## config.mk

```make
export PLATFORM = sky130hd
export DESIGN_NAME = seql_sequence_order_time_log
export DESIGN_NICKNAME = d
export VERILOG_FILES = /design/src/rtl/seql_sync.v /design/src/rtl/seql_sequence_order_time_log.v
export VERILOG_INCLUDE_DIRS = /design/src /design/src/rtl
export SDC_FILE = /design/constraint.sdc
export NUM_CORES = 1
export LEC_CHECK = 0
export BUFFER_PORTS_ARGS = -buffer_cell sky130_fd_sc_hd__buf_2
export CORE_MARGIN = 1.5
export CORE_UTILIZATION = 45
export DETAILED_ROUTE_END_ITERATION = 8
export PLACE_DENSITY = 0.69
export SLEW_MARGIN = 30
export SYNTH_ARGS = -nofsm -noshare
export SYNTH_HDL_FRONTEND = slang
export SYNTH_SLANG_ARGS = --single-unit
export TNS_END_PERCENT = 5
```

## constraint.sdc

```tcl
create_clock -name sys_clk -period 3.1 [get_ports sys_clk]
set_input_delay 0.93 -clock sys_clk [delete_from_list [all_inputs] [get_ports sys_clk]]
set_output_delay 0.93 -clock sys_clk [all_outputs]
set_load 0.05 [all_outputs]
```

## src/rtl/seql_regs.vh

```
`ifndef SEQL_REGS_VH
`define SEQL_REGS_VH

// ----------------------------------------------------------------
// Register offsets
// ----------------------------------------------------------------
`define SEQL_ADDR_ORDER_CH2 8'h81
`define SEQL_ADDR_ORDER_CH3 8'h82
`define SEQL_ADDR_ORDER_CH4 8'h83
`define SEQL_ADDR_ORDER_CH5 8'h84
`define SEQL_ADDR_ORDER_CH6 8'h85
`define SEQL_ADDR_TS_HIGH_CH1 8'h90
`define SEQL_ADDR_TS_LOW_CH1 8'h91

// ----------------------------------------------------------------
// Field layout and reset values
// ----------------------------------------------------------------
`define SEQL_FIELD_MSB 7
`define SEQL_FIELD_LSB 0
`define SEQL_RESET_VAL 8'h00
`define SEQL_UNMAPPED_VAL 8'h00

// ----------------------------------------------------------------
// Control codes: two-bit history of a control, old value first
// ----------------------------------------------------------------
`define SEQL_CTRL_RISE 2'h1
`define SEQL_CTRL_FALL 2'h2

// ----------------------------------------------------------------
// Timing
// ----------------------------------------------------------------
`define SEQL_CLK_PERIOD_PS 5000
`define SEQL_TIMER_STEP_US 50
`define SEQL_TIMER_STEP_CYC ((`SEQL_TIMER_STEP_US * 1000000) / `SEQL_CLK_PERIOD_PS)

`endif

```

## src/rtl/seql_sync.v

```verilog
`timescale 1ns/100ps

// ----------------------------------------------------------------
// Three-stage synchroniser with agreement of stages two and three
// ----------------------------------------------------------------
module seql_sync #(
    parameter WIDTH = 1
) (
    input wire sys_clk,
    input wire rst_b,
    input wire [WIDTH-1:0] asyncIn,
    output reg [WIDTH-1:0] syncOut
);

    reg [WIDTH-1:0] stage1_r;
    reg [WIDTH-1:0] stage2_r;
    reg [WIDTH-1:0] stage3_r;
    integer i;

    // A bit only changes once both later stages show the new level.
    always @(posedge sys_clk or negedge rst_b) begin
        if (!rst_b) begin
            stage1_r <= {WIDTH{1'b0}};
            stage2_r <= {WIDTH{1'b0}};
            stage3_r <= {WIDTH{1'b0}};
            syncOut <= {WIDTH{1'b0}};
        end else begin
            stage1_r <= asyncIn;
            stage2_r <= stage1_r;
            stage3_r <= stage2_r;
            for (i = 0; i < WIDTH; i = i + 1) begin
                if (stage2_r[i] == stage3_r[i]) begin
                    syncOut[i] <= stage3_r[i];
                end
            end
        end
    end

endmodule // seql_sync

```

## src/rtl/seql_sequence_order_time_log.v

```verilog
// Function
// - Tag channels on sleep-entry off-threshold crossing.
// - Tag equals shared order counter at crossing.
// - Order logs ch2-6 at 0x81 onward, RO.
// - Channel 1 timestamp high byte at 0x90.
// - Power-on/sleep-exit: store on rising undervoltage crossing.
// - Power-off/sleep-entry: store on falling off crossing.
// - Sequence timer advances every 50 us.
// - Channel 1 timestamp low byte at 0x91.
`timescale 1ns/100ps
`include "seql_regs.vh"

module seql_sequence_order_time_log #(
    parameter NUM_ORDER_CH = 5,
    parameter TIMER_WIDTH = 16,
    parameter STEP_CYCLES = `SEQL_TIMER_STEP_CYC
) (
    input wire sys_clk,
    input wire rst_b,
    input wire [1:0] activeControl,
    input wire [1:0] sleepControl,
    input wire [5:0] offCompBelow,
    input wire lowFreqUvAbove,
    input wire [7:0] sharedOrderCounter,
    input wire [7:0] regAddr,
    input wire regRead,
    output reg [7:0] regRdata,
    output wire [TIMER_WIDTH-1:0] sequenceTimer
);

    // ----------------------------------------------------------------
    // Pin synchronisation
    // ----------------------------------------------------------------
    // Controls, comparators and the UV level come from analog or pin
    // domains; the shared counter is assumed to be on sys_clk already.
    wire [10:0] syncBus;
    seql_sync #(
        .WIDTH(11)
    ) u_sync (
        .sys_clk(sys_clk),
        .rst_b(rst_b),
        .asyncIn({lowFreqUvAbove, offCompBelow, activeControl, sleepControl}),
        .syncOut(syncBus)
    );

    wire [1:0] sleepSync = syncBus[1:0];
    wire [1:0] activeSync = syncBus[3:2];
    wire [5:0] offSync = syncBus[9:4];
    wire uvSync = syncBus[10];

    // ----------------------------------------------------------------
    // Sequence tracking
    // ----------------------------------------------------------------
    // Each control is a two-bit history; 01 is a rise, 10 a fall.
    reg [1:0] sleepPrev_r;
    reg [1:0] activePrev_r;
    reg [5:0] offPrev_r;
    reg uvPrev_r;
    reg sleepEntry_r;
    reg activeOff_r;
    reg riseSeq_r;

    // A start counts only on the first cycle its code shows, so a control
    // parked on 01 or 10 does not restart the timer on every cycle.
    function seqStart;
        input [1:0] cur;
        input [1:0] prev;
        input [1:0] code;
        begin
            seqStart = (cur == code) && (prev != code);
        end
    endfunction

    wire sleepEntryStart = seqStart(sleepSync, sleepPrev_r, `SEQL_CTRL_FALL);
    wire sleepExitStart = seqStart(sleepSync, sleepPrev_r, `SEQL_CTRL_RISE);
    wire activeOffStart = seqStart(activeSync, activePrev_r, `SEQL_CTRL_FALL);
    wire activeOnStart = seqStart(activeSync, activePrev_r, `SEQL_CTRL_RISE);
    wire anyStart = sleepEntryStart | sleepExitStart | activeOffStart | activeOnStart;

    wire [5:0] offCross = offSync & ~offPrev_r;
    wire uvCross = uvSync & ~uvPrev_r;

    always @(posedge sys_clk or negedge rst_b) begin
        if (!rst_b) begin
            sleepPrev_r <= 2'h0;
            activePrev_r <= 2'h0;
            offPrev_r <= 6'h00;
            uvPrev_r <= 1'b0;
            sleepEntry_r <= 1'b0;
            activeOff_r <= 1'b0;
            riseSeq_r <= 1'b0;
        end else begin
            sleepPrev_r <= sleepSync;
            activePrev_r <= activeSync;
            offPrev_r <= offSync;
            uvPrev_r <= uvSync;
            if (anyStart) begin
                sleepEntry_r <= sleepEntryStart;
                activeOff_r <= activeOffStart;
                riseSeq_r <= sleepExitStart | activeOnStart;
            end
        end
    end

    // ----------------------------------------------------------------
    // Sequence timer
    // ----------------------------------------------------------------
    reg [15:0] stepCnt_r;
    reg [15:0] stepCnt_nxt;
    reg [TIMER_WIDTH-1:0] seqTimer_r;
    reg [TIMER_WIDTH-1:0] seqTimer_nxt;
    assign sequenceTimer = seqTimer_r;

    // 50 us step
    // The step counter restarts with the sequence, so the first count lands
    // one full step after the start rather than somewhere inside a step.
    always @* begin
        stepCnt_nxt = stepCnt_r + 16'h0001;
        seqTimer_nxt = seqTimer_r;
        if (anyStart) begin
            stepCnt_nxt = 16'h0000;
            seqTimer_nxt = {TIMER_WIDTH{1'b0}};
        end else if (stepCnt_r == STEP_CYCLES[15:0] - 16'h0001) begin
            stepCnt_nxt = 16'h0000;
            seqTimer_nxt = seqTimer_r + {{(TIMER_WIDTH-1){1'b0}}, 1'b1};
        end
    end

    always @(posedge sys_clk or negedge rst_b) begin
        if (!rst_b) begin
            stepCnt_r <= 16'h0000;
            seqTimer_r <= {TIMER_WIDTH{1'b0}};
        end else begin
            stepCnt_r <= stepCnt_nxt;
            seqTimer_r <= seqTimer_nxt;
        end
    end

    // ----------------------------------------------------------------
    // Capture registers
    // ----------------------------------------------------------------
    reg [7:0] orderLog_r [0:NUM_ORDER_CH-1];
    reg [TIMER_WIDTH-1:0] timestamp_r;
    integer ch;
    reg [TIMER_WIDTH-1:0] timestamp_nxt;
    wire fallCapture = (sleepEntry_r || activeOff_r) && offCross[0];
    wire riseCapture = riseSeq_r && uvCross;

    // One timestamp serves every sequence type, so the latest crossing wins.
    // A user who needs both edges must read the value between sequences.
    always @* begin
        timestamp_nxt = timestamp_r;
        if (fallCapture) begin
            timestamp_nxt = seqTimer_r;
        end else if (riseCapture) begin
            timestamp_nxt = seqTimer_r;
        end
    end

    always @(posedge sys_clk or negedge rst_b) begin
        if (!rst_b) begin
            for (ch = 0; ch < NUM_ORDER_CH; ch = ch + 1) begin
                orderLog_r[ch] <= `SEQL_RESET_VAL;
            end
            timestamp_r <= {TIMER_WIDTH{1'b0}};
        end else begin
            for (ch = 0; ch < NUM_ORDER_CH; ch = ch + 1) begin
                if (sleepEntry_r && offCross[ch+1]) begin
                    orderLog_r[ch] <= sharedOrderCounter;
                end
            end
            timestamp_r <= timestamp_nxt;
        end
    end

    // ----------------------------------------------------------------
    // Register read port
    // ----------------------------------------------------------------
    // Reads only steer the mux, so repeated reads never disturb a log.
    // The two timestamp bytes are not latched as a pair; read them while no
    // sequence is running or the halves may come from different captures.
    reg [7:0] regRdata_nxt;

    always @* begin
        regRdata_nxt = regRdata;
        if (regRead) begin
            case (regAddr)
                `SEQL_ADDR_ORDER_CH2: regRdata_nxt = orderLog_r[0];
                `SEQL_ADDR_ORDER_CH3: regRdata_nxt = orderLog_r[1];
                `SEQL_ADDR_ORDER_CH4: regRdata_nxt = orderLog_r[2];
                `SEQL_ADDR_ORDER_CH5: regRdata_nxt = orderLog_r[3];
                `SEQL_ADDR_ORDER_CH6: regRdata_nxt = orderLog_r[4];
                `SEQL_ADDR_TS_HIGH_CH1: regRdata_nxt = timestamp_r[15:8];
                `SEQL_ADDR_TS_LOW_CH1: regRdata_nxt = timestamp_r[7:0];
                default: regRdata_nxt = `SEQL_UNMAPPED_VAL;
            endcase
        end
    end

    // Unmapped addresses read as zero so host code can probe the map safely.
    always @(posedge sys_clk or negedge rst_b) begin
        if (!rst_b) begin
            regRdata <= `SEQL_RESET_VAL;
        end else begin
            regRdata <= regRdata_nxt;
        end
    end

endmodule // seql_sequence_order_time_log

```

# Yosys cells after proc, flatten, opt, wreduce, memory -nomap -nowiden
# Index checks and enable logic that the tools add are counted.
[totals]
reg_bits = 154
out_inout_bits = 24
inputBits = 30
elab_cells = 88
[op_classes]
muxes = 7
n_eq_ne = 27
n_addsub = 2
reduce_logical = 14
n_bitwise = 8
[op_table]
columns = ["op", "n"]
rows = [
  ["16-bit 2-to-1 mux", 6],
  ["8-bit == test (second input constant)", 7],
  ["8-bit case mux with 7 select lines", 1],
  ["16-bit by 1-bit adder with 16-bit output (second input constant)", 2],
  ["16-bit by 14-bit == test with 1-bit output (second input constant)", 1],
  ["1-bit == test", 11],
  ["1-bit logical AND", 11],
  ["6-bit AND", 1],
  ["6-bit inverter", 1],
  ["2-bit by 1-bit == test with 1-bit output (second input constant)", 2],
  ["2-bit == test (second input constant)", 2],
  ["2-bit by 1-bit inequality test with 1-bit output (second input constant)", 2],
  ["2-bit inequality test (second input constant)", 2],
  ["1-bit OR", 4],
  ["2-bit nonzero test", 2],
  ["1-bit AND", 1],
  ["1-bit logical OR", 1],
  ["1-bit inverter", 1],
]

# Depth between registers and ports, before layout
# Gate-level depths: netlist (run 1).
[logic_depth]
word_depth = 6
depth_mapped = 7
depth_no_buf = 5

# Modules after synthesis
# Synthesis (run 1) repeated with hierarchy kept, for this count alone.
[unflattened]
hier_cells = 481
hier_area_um2 = 6311.1
[by_module_without_submodules]
columns = ["mod", "seq_area_each_um2", "instances", "area_per_inst_um2", "cells_each"]
rows = [
  ["seql_sequence_order_time_log", 2752.6, 1, 5086.1, 426],
  ["seql_sync", 1101.1, 1, 1224.9, 55],
]

# Least setup slack after synthesis (run 1)
# Ideal clock, no wire load.
[synth_path]
kind = "input port to flip-flop"
startpoint = "input regAddr[3]"
endpoint = "register regRdata[1]"
required_time_ns = 2.999
n_path_buf = 1
t_arrival_ns = 2.259
stages = 5
setup_time_ns = 0.101
slack_ns = 0.741
cell_sequence = "or4b_1 buf_2 nand4b_1 or2_1 o32ai_1"
[synth_between]
elab_chain_cells = 2
elab_cells_between_ends = 8
cone_classes = "eq/ne: 7; mux: 1"
[synth_lines]
columns = ["item", "line_no", "text"]
rows = [
  ["from (decl)", "seql_sequence_order_time_log.v:25", "input wire [7:0] regAddr,"],
  ["8-bit == test", "seql_sequence_order_time_log.v:187", "case (regAddr)"],
  ["8-bit case mux with 7 select lines (*)", "seql_sequence_order_time_log.v:187", ""],
  ["to (signal assigned)", "seql_sequence_order_time_log.v:203", "regRdata <= `SEQL_RESET_VAL;"],
  ["to (signal assigned)", "seql_sequence_order_time_log.v:205", "regRdata <= regRdata_nxt;"],
  ["to (decl)", "seql_sequence_order_time_log.v:27", "output reg [7:0] regRdata,"],
]
# Mark *: on every way between the ends. The rest lies on a longest branch, timed or not.
# A chain may end at the register's enable or synchronous reset.

# Worst setup path in the final report (run 1)
[layout_path]
startpoint = "register stepCnt_r[0]"
endpoint = "register seqTimer_r[9], in the netlist sequenceTimer[9]"
[layout_between]
elab_chain_cells = 2
[layout_lines]
columns = ["item", "line_no", "text"]
rows = [
  ["from (decl)", "seql_sequence_order_time_log.v:108", "reg [15:0] stepCnt_r;"],
  ["from (signal assigned)", "seql_sequence_order_time_log.v:134", "stepCnt_r <= stepCnt_nxt;"],
  ["16-bit by 14-bit == test with 1-bit output", "seql_sequence_order_time_log.v:123", "end else if (stepCnt_r == STEP_CYCLES[15:0] - 16'h0001) begin"],
  ["2-bit nonzero test (no line)", "--", ""],
  ["to (signal assigned)", "seql_sequence_order_time_log.v:132", "seqTimer_r <= {TIMER_WIDTH{1'b0}};"],
  ["to (signal assigned)", "seql_sequence_order_time_log.v:135", "seqTimer_r <= seqTimer_nxt;"],
  ["to (decl)", "seql_sequence_order_time_log.v:110", "reg [TIMER_WIDTH-1:0] seqTimer_r;"],
]
# Every way passes these cells.

==> results of run 1 <==
[worst paths after layout]
path	start	to	slack, ns	cells past startpoint
worst max-delay path	stepCnt_r[0]	sequenceTimer[9]	0.72	5
worst min-delay path	u_sync.stage1_r[1]	u_sync.stage2_r[1]	0.35	0
worst max register to register	stepCnt_r[0]	sequenceTimer[9]	0.72	5
worst min register to register	u_sync.stage1_r[1]	u_sync.stage2_r[1]	0.35	0
max in group asynchronous	rst_b	offPrev_r[2]	1.91	2
min in group asynchronous	rst_b	u_sync.stage1_r[1]	0.47	1
[critical path: cells and delay by family (launching register included)]
kind                     cells  cell delay (ns)
AO/OA/AOI/OAI                1             0.17
adder cells (fa/ha/maj)      1             0.23
flip-flops                   1             0.37
AND/OR/NAND/NOR              3             1.52
[flip-flops by register name, summed over array words and instances (netlist names), 6 cells and up]
register	count
offPrev_r	6
orderLog_r	40
regRdata	8
sequenceTimer	16
stepCnt_r	16
timestamp_r	16
u_sync.stage1_r	11
u_sync.stage2_r	11
u_sync.stage3_r	11
u_sync.syncOut	11
[power groups by stage]
stage                     combinational, W  clock, W  sequential, W
after floorplan                   0.000460         0        0.00251
after global placement            0.000588         0        0.00256
after detailed placement          0.000610         0        0.00257
after CTS                         0.000615   0.00223        0.00253
after global routing              0.000673   0.00232        0.00257
final                             0.000608   0.00218        0.00253
[final cells by class]
cell class	count	area share, %
clock buffers	22	6.45
clock inverters	7	1.87
inverters	9	0.450
multi-input cells	317	32.5
flip-flops and latches	154	51.4
well taps	180	3.00
repair buffers	59	4.39
[layer usage]
metal	vias up	global-route usage, %
met4	0	6.47
li1	1988	-
met5	-	0
met3	12	5.53
met1	2137	24.0
met2	112	29.1
[stage by stage]
step,total power [W],instances,instance area (µm²)
after floorplan,0.00297,502,6410
after global placement,0.00315,719,6880
after detailed placement,0.00318,719,6880
after CTS,0.00537,748,7500
after global routing,0.00557,748,7500
final,0.00532,748,7500
[logic make-up (layout without fill, tap and decap cells)]
family / after synthesis / count (layout) / synth area share (%)
flops: 154 / 154 / 60.1
simple gates: 152 / 152 / 14.6
compound gates: 73 / 73 / 8.10
mux: 67 / 67 / 11.6
buf+inv: 31 / 97 / 1.89
fa+ha+maj: 13 / 13 / 2.11
xor+xnor: 12 / 12 / 1.64
[cells in the final DEF (no fill, tap or decap), types with 8 or more instances in the layout]
cell and n:
a21oi_1 20, buf_2 52, clkbuf_16 17, dfrtp_1 154, inv_1 9, maj3_1 11, mux2_2 59, mux2i_1 8
nand2_1 16, nand3_1 19, nand3b_1 16, nand4_1 8, nor2_1 12, nor2b_1 10, nor3_1 19, o21ai_0 8
o31ai_1 12, or4_1 12, xnor2_1 10
==> results.md, run 1 <==
* Synthesized instance count at 502
* Fillers at between 1,000 and 1,500
* RSZ-0062 raised after global routing: false
* Worst-Skew Late Latency at 0.42 ns
* CP max stage delay at 0.71 ns
* Routed wl met2 at between 6000 and 7000 µm
* Post-synthesis sequential area ratio at between 60% and 70%
* Share of the synthesized area in the top cell type at between 60% and 70%
* Pwr dens at ~710 nW/µm²
* Final setup fails at 0
* MaxCap Viol Count at 0
* Worst Tran Pin Value at 0.768 ns
* Yosys reg bits at 154
* Post-synth ARST share at between 90% and 100%
* Crit path max fanout at 24
* Placeable Area at 13,900 µm²
* Critical path data required time at 3.43 ns
* Fin Hold WS at 0.345 ns
* Largest net degree at the start of global routing at 63
* Setup ws final at 0.721 ns
* Mapped cell area at around 6400 µm²
* Reg power frac at roughly 48%
* DIE AREA at about 15,000 µm²
* Routed len/inst at 16.7 µm
* Area of the multi-input gates at 2440 µm²
* Outcome: complete, no violations
* Gate power share at 11.4%
* Final TNS setup at 0 ns
* Top Ports at 54
* List of most frequent post-synthesis cells: dfrtp_1, mux2_2, a21oi_1
* Final Slew Violations at 0
* Worst Setup Start Kind: flop
* Met3 WL at 661 µm
* Final Hold Viols at 0
* Most frequent cell after synthesis: dfrtp_1
* Post-Route WL at 12,500 µm
* Switching power at around 0.0012 W
* Die width at 122 µm
* Initial core utilization at 46.2%
* Uppermost layer routed: met4
* WL met1 at around 5500 µm
* Pre-CTS setup slack at 0.441 ns
* Post-synth top flop: dfrtp_1
* Yosys top cell by area: dfrtp_1
* DRT antenna net count at 0
* CTS tree: yes
* Worst VDD drop at 0.406 mV
* Post-CTS Hold Fix Bufs at 0
* Nets at 590
* # DRC at 0
* Tot GR Track Use at 18.3%
* Root buffer cell: clkbuf_16
* Clock Skews at 0.00964 ns
* Max_slew headroom at 48.7%
* Clk buf depth at 2
* Htree depth at 4
* Final GP Congestion at 0.869
* Layout cells sized above 1 at 27.3%
* Post-CTS sizing at 0
* Setup crit end kind: flop
* Setup Buffers After CTS at 0
* Clock power share at 41.0%
* Post-synth EDFFs at 0
* Port-buffer cells at 53
* P_int at around 0.0041 W
* Util after Layout at between 50% and 60%
* Mean Syn Cell Area at 12.8 µm²
* GRT Residual Overflow at 0
* Number of placement rows at 43
* Synth Warn # at 0
* Drt pass-1 iters at 5
* Mapped Nets at about 530
* Initial antenna violation count at 0
* Worst-path clk slew at 0.05 ns
* Vias in the first global route at 4,260
* Switching share of power at 22.8%
* Iter 0 DRT Violations at between 300 and 400
* Dpl hpwl at 8370 µm
* Critical path class: flop to flop
* Crit path max-delay cell type: or4_1
* Highest clock rate at 0.420 GHz
* Via count at roughly 4,200
* Top cells by area, synth: dfrtp_1, mux2_2, nand3b_1, maj3_1, a21oi_1
* Worst EP arrival at 2.71 ns
* Post-DR vias/cell at roughly 5.7
* Clock Sinks at 154
* Leak pwr at 3.21 nW
* First-pass GRT wire length at 21,100 µm
* Post-layout minimum cycle time at 2.38 ns
* Synth-to-layout area growth at 17.0%
* Reg area at between 3000 and 4000 µm²
* Period utilization at 76.7%
* TritonCTS Buffers at 17
* Synth unique cells at 56
* Die Ht at 122 µm
* Crit path cell chain: ha_1 -> and3_1 -> nand3_1 -> or4_1 -> a21oi_1
* Diodes inserted at 0
* Worst hold path class: flop to flop
Note: power is estimated with default switching activity, not from simulation.
==> inputs of run 2 (changes only) <==
- PLACE_DENSITY: 0.69 -> 0.71
- clock period: 3.1 -> 2 ns (I/O delays scaled with it)
==> run 2 against run 1 <==
Compared with the run above: combinational power rose by 62%; sequential share of layout area fell by 1.6 points; worst setup slack got worse by 0.65 ns; register-to-register slack got worse by 0.65 ns; core utilization rose by 1.7 points; flip-flop and latch count did not move; wire length rose by 5.3%; via count rose by 3.6%; largest power group unchanged; highest routed layer unchanged.
==> results.md, run 2 (synthesis gave the netlist of run 1 again) <==
* Final Slew Violations at 0 (unchanged)
* First-pass GRT wire length at 21,600 µm (+2.3%)
* Worst-path clk slew at 0.06 ns (about the same)
* Worst EP arrival at 2.27 ns (-0.44 ns)
* Setup crit end kind: flop
* Final TNS setup at 0 ns (unchanged)
* Delay-heaviest family, CP: simple AND/OR/NAND/NOR gates
* Vias in the first global route at 4,291 (+0.73%)
* CTS tree: yes
* CP max stage delay at 0.49 ns (-0.22 ns)
* Critical path buffer and inverter count at 0 (unchanged)
* Leak pwr at 3.36 nW (+4.6%)
* DIE AREA at 15,000 µm² (unchanged)
* Crit path max fanout at 7 (-71%)
* Final GP Congestion at 0.831 (-4.5%)
* Final Hold Viols at 0 (unchanged)
* # DRC at 0 (unchanged)
* Htree depth at 4 (unchanged)
* Commonest cells after routing, fill and taps aside: dfrtp_1, mux2_2, buf_2
* Worst Tran Pin Value at 0.553 ns (-0.214 ns)
* Final setup fails at 0 (unchanged)
* Clock Sinks at 154 (unchanged)
* Die Ht at 122 µm (unchanged)
* Worst Setup Start Kind: flop
* Via count at 4,403 (+3.6%)
* Crit path cell chain: nand3_2 -> or3_4 -> or4_4 -> a211oi_2
* Largest net degree at the start of global routing at 47 (-25%)
* DRT antenna net count at 0 (unchanged)
* TritonCTS Buffers at 17 (unchanged)
* Largest register FFs at 40 (unchanged)
* Placeable Area at 13,900 µm² (unchanged)
* Highest clock rate at 0.520 GHz (+24%)
* Synth-to-layout area growth at 20.7%
* Die width at 122 µm (unchanged)
* Post-Route WL at 13,100 µm (+5.3%)
* RSZ-0062 raised after global routing: false
* Largest reg by FF count: orderLog_r
* Critical path class: flop to flop
* Number of placement rows at 43 (unchanged)
* Critical path data required time at 2.34 ns (-1.09 ns)
* Initial core utilization at 46.2% (unchanged)
* Drt pass-1 iters at 5 (unchanged)
* Worst VDD drop at 0.721 mV (+77%)
* Clock Skews at 0.00743 ns (-0.00221 ns)
* Final Non-Filler Cells at 777 (+3.9%)
* Post-CTS Hold Fix Bufs at 0 (unchanged)
* Top Ports at 54 (unchanged)
* Pwr dens at 1080 nW/µm² (+52%)
* Outcome: complete, no violations
* Layout cells sized above 1 at 31.5% (+4.2 points)
* Worst hold path class: input port to asynchronous set/reset pin
* Crit path max-delay cell type: dfrtp_1
* Dpl hpwl at 9040 µm (+8.0%)
* Routed len/inst at 16.9 µm (+1.4%)
* Max_slew headroom at 63.0% (+14 points)
* MaxCap Viol Count at 0 (unchanged)
* Post-layout minimum cycle time at 1.92 ns (-0.455 ns)
* Root buffer cell: clkbuf_16
* Worst-Skew Late Latency at 0.42 ns (about the same)
* Placed insts at 745 (+3.6%)
* Port-buffer cells at 53 (unchanged)
* Post-DR vias/cell at 5.67 (-0.24%)
* Iter 0 DRT Violations at 322 (+1.3%)
* GRT Residual Overflow at 0 (unchanged)
* Commonest non-fill, non-tap cell in the layout: dfrtp_1
* Nets at 616 (+4.4%)
* Diodes inserted at 0 (unchanged)
* Clk buf depth at 2 (unchanged)
* Tot GR Track Use at 18.8% (+0.43 points)
* Initial antenna violation count at 0 (unchanged)
* Period utilization at 96.2% (+19 points)
[run 2: timing repair]
item | 4_1_cts | 5_1_grt
gates resized for setup | 0 | 3
setup buffers | 0 | 0
endpoints found under the setup margin | 0 | 5
[run 2: path summary, 6_finish.rpt]
check                                     end  slack (ns)                from  cells past startpoint
min reg2reg                u_sync.stage2_r[6]        0.35  u_sync.stage1_r[6]                      0
min in group sys_clk       u_sync.stage1_r[3]        0.28    activeControl[1]                      1
max                             stepCnt_r[15]        0.08        stepCnt_r[5]                      4
max reg2reg                     stepCnt_r[15]        0.08        stepCnt_r[5]                      4
min                         u_sync.syncOut[2]        0.09               rst_b                      1
max in group asynchronous      orderLog_r[23]        1.30               rst_b                      2
[run 2: layout make-up]
| type | count | area, µm² |
|---|---|---|
| fillers | 1135 | 6140 |
| flip-flops and latches | 154 | 3850 |
| multi-input cells | 317 | 2460 |
| repair buffers | 85 | 537 |
| clock buffers | 18 | 439 |
| well taps | 180 | 225 |
| clock inverters | 14 | 193 |
| inverters | 9 | 33.8 |
[run 2: routing by layer]
metal  GRT usage, %  routed length (µm)
met4           6.76                 270
met3           5.16                 590
met5              0                   0
met1           24.8                5920
met2           29.8                6350
[run 2: through the flow]
step                instance area, µm²  power (W)  utilization (%)  hold slack [ns]  worst slack [ns]
floorplan                         6420    0.00461                -            0.304            0.0118
detailed placement                7090    0.00500             51.1            0.335            -0.157
global placement                  7090    0.00491             51.1            0.332           -0.0771
CTS                               7720    0.00843             55.6           0.0966            0.0876
finish                            7740    0.00834             55.7           0.0905            0.0753
global route                      7740    0.00873             55.7            0.107           0.00191
[run 2: report_power, final]
part	switching (W)	internal, W	total (W)	leakage (nW)
registers	0.000308	0.00364	0.00395	1.92
clock network	0.00128	0.00213	0.00341	0.315
logic	0.000439	0.000544	0.000982	1.12
==> inputs of run 3 (changes only) <==
==> constraint.sdc (replaced) <==
create_clock -name sys_clk -period 2 [get_ports sys_clk]
set_input_delay 0.6 -clock sys_clk [delete_from_list [all_inputs] [get_ports sys_clk]]
set_output_delay 0.6 -clock sys_clk [all_outputs]
set_load 0.005 [all_outputs]
==> run 3 against run 2 <==
Compared with the run above: flip-flop and latch count unchanged; sequential power about the same; wire length down 0.53%; via count down 0.84%; global-route usage up 0.20 points; clock-buffer cell count up 5.
==> results.md, run 3 (synthesis gave the netlist of run 1 again) <==
* RSZ-0062 raised after global routing: false
* Setup Buffers After CTS at 0 (unchanged)
* Synth-to-layout area growth at 19.3%
* Max_slew headroom at 61.8% (-1.2 points)
* DIE AREA at 15,000 µm² (unchanged)
* Diodes inserted at 0 (unchanged)
* Die Ht at 122 µm (unchanged)
* Clock Sinks at 154 (unchanged)
* Htree depth at 4 (unchanged)
* Worst hold path class: input port to asynchronous set/reset pin
* Worst Tran Pin Value at 0.571 ns (+0.0176 ns)
* Initial antenna violation count at 0 (unchanged)
* Post-CTS Hold Fix Bufs at 0 (unchanged)
* Worst VDD drop at 0.733 mV (+1.8%)
* Worst EP arrival at 2.25 ns (-0.02 ns)
* Post-layout minimum cycle time at 1.92 ns (-0.00407 ns)
* Routed len/inst at 16.9 µm (-0.28%)
* Util after Layout at 55.1% (-0.62 points)
* Setup crit end kind: flop
* Final setup fails at 0 (unchanged)
* Final Slew Violations at 0 (unchanged)
* Leak pwr at 3.30 nW (-2.0%)
* Tot GR Track Use at 19.0% (+0.20 points)
* Worst-path clk slew at 0.06 ns (about the same)
* Clk buf depth at 2 (unchanged)
* Post-DR vias/cell at 5.63 (-0.58%)
* Commonest cells after routing, fill and taps aside: dfrtp_1, mux2_2, buf_2
* Largest reg by FF count: orderLog_r
* Critical path class: flop to flop
* Nets at 614 (-0.32%)
* Iter 0 DRT Violations at 311 (-3.4%)
* Period utilization at 96.0% (-0.20 points)
* Largest register FFs at 40 (unchanged)
* Crit path max fanout at 7 (unchanged)
* Final Non-Filler Cells at 775 (-0.26%)
* Dpl hpwl at 8860 µm (-2.0%)
* Port-buffer cells at 53 (unchanged)
* Fillers at 1,180 (+4.0%)
* Top Ports at 54 (unchanged)
* Worst Setup Start Kind: flop
* Pwr dens at 1030 nW/µm² (-4.3%)
* Via count at 4,366 (-0.84%)
* MaxCap Viol Count at 0 (unchanged)
* Setup slack, reg-to-reg at 0.08 ns (about the same)
* Vias in the first global route at 4,360 (+1.6%)
* First-pass GRT wire length at 21,800 µm (+1.2%)
* Post-Route WL at 13,100 µm (-0.53%)
* Placed insts at 743 (-0.27%)
* Drt pass-1 iters at 4 (-1)
* DRT antenna net count at 0 (unchanged)
* Number of placement rows at 43 (unchanged)
* Layout cells sized above 1 at 30.3% (-1.2 points)
* Final GP Congestion at 0.838 (+0.95%)
* # DRC at 0 (unchanged)
* Placeable Area at 13,900 µm² (unchanged)
* Commonest non-fill, non-tap cell in the layout: dfrtp_1
* CTS tree: yes
* Die width at 122 µm (unchanged)
* Worst-Skew Late Latency at 0.42 ns (about the same)
* Root buffer cell: clkbuf_16
* Critical path data required time at 2.33 ns (about the same)
* Largest net degree at the start of global routing at 46 (-2.1%)
* GRT Residual Overflow at 0 (unchanged)
* TritonCTS Buffers at 17 (unchanged)
* Final Hold Viols at 0 (unchanged)
* Initial core utilization at 46.2% (unchanged)
* Clock Skews at 0.00848 ns (+0.00105 ns)
* Total power at 0.00790 W (-5.4%)
* Post-CTS sizing at 0 (unchanged)
* Outcome: complete, no violations
* Highest clock rate at 0.521 GHz (+0.21%)
-- run 3: area by class of cell --
class                      count  area, µm²  area share (%)
clock inverter                 9       91.3            1.19
sequential                   154       3850            50.4
inverter                       9       33.8           0.442
timing repair buffer          83        534            6.98
clock buffer                  23        458            5.99
tap                          180        225            2.94
multi-input combinational    317       2450            32.1
-- run 3: where the power goes --
| part | leakage, nW | switching, W | internal (W) | total, W |
|---|---|---|---|---|
| combinational | 1.12 | 0.000418 | 0.000545 | 0.000963 |
| sequential | 1.92 | 0.000318 | 0.00364 | 0.00396 |
| clock | 0.254 | 0.00122 | 0.00175 | 0.00297 |
-- run 3: worst max-delay path: stages (launching register included) --
cell and delay, ns:
dfrtp_1 0.50, nand3_2 0.19, or3_4 0.44, or4_4 0.48, a211oi_2 0.22
-- run 3: metal layers --
layer  vias up  share of wire, %  GRT usage (%)
met1      2220                45           24.8
met4         0               2.0           8.43
met2        83                49           30.3
met3        20               3.6           4.28
met5         -                 0              0
li1       2043                 -              -
-- run 3: worst paths after layout --
check                                        start                  to  cells past startpoint
worst max register to register        stepCnt_r[5]       stepCnt_r[15]                      4
worst min register to register  u_sync.stage1_r[5]  u_sync.stage2_r[5]                      0
min in group sys_clk               offCompBelow[4]  u_sync.stage1_r[8]                      1
worst min-delay path                         rst_b  u_sync.stage1_r[1]                      1
worst max-delay path                  stepCnt_r[5]       stepCnt_r[15]                      4
max in group asynchronous                    rst_b     timestamp_r[12]                      2
-- run 3: metrics by stage --
stage          setup WS (ns)  cell area, µm²  hold WS, ns  TNS, ns
3_3_place_gp         -0.0801            7090        0.333   -0.319
6_report              0.0794            7650        0.108        0
2_1_floorplan         0.0118            6420        0.304        0
4_1_cts                0.114            7640        0.116        0
3_5_place_dp          -0.156            7090        0.335   -0.767
5_1_grt              0.00495            7650        0.131        0
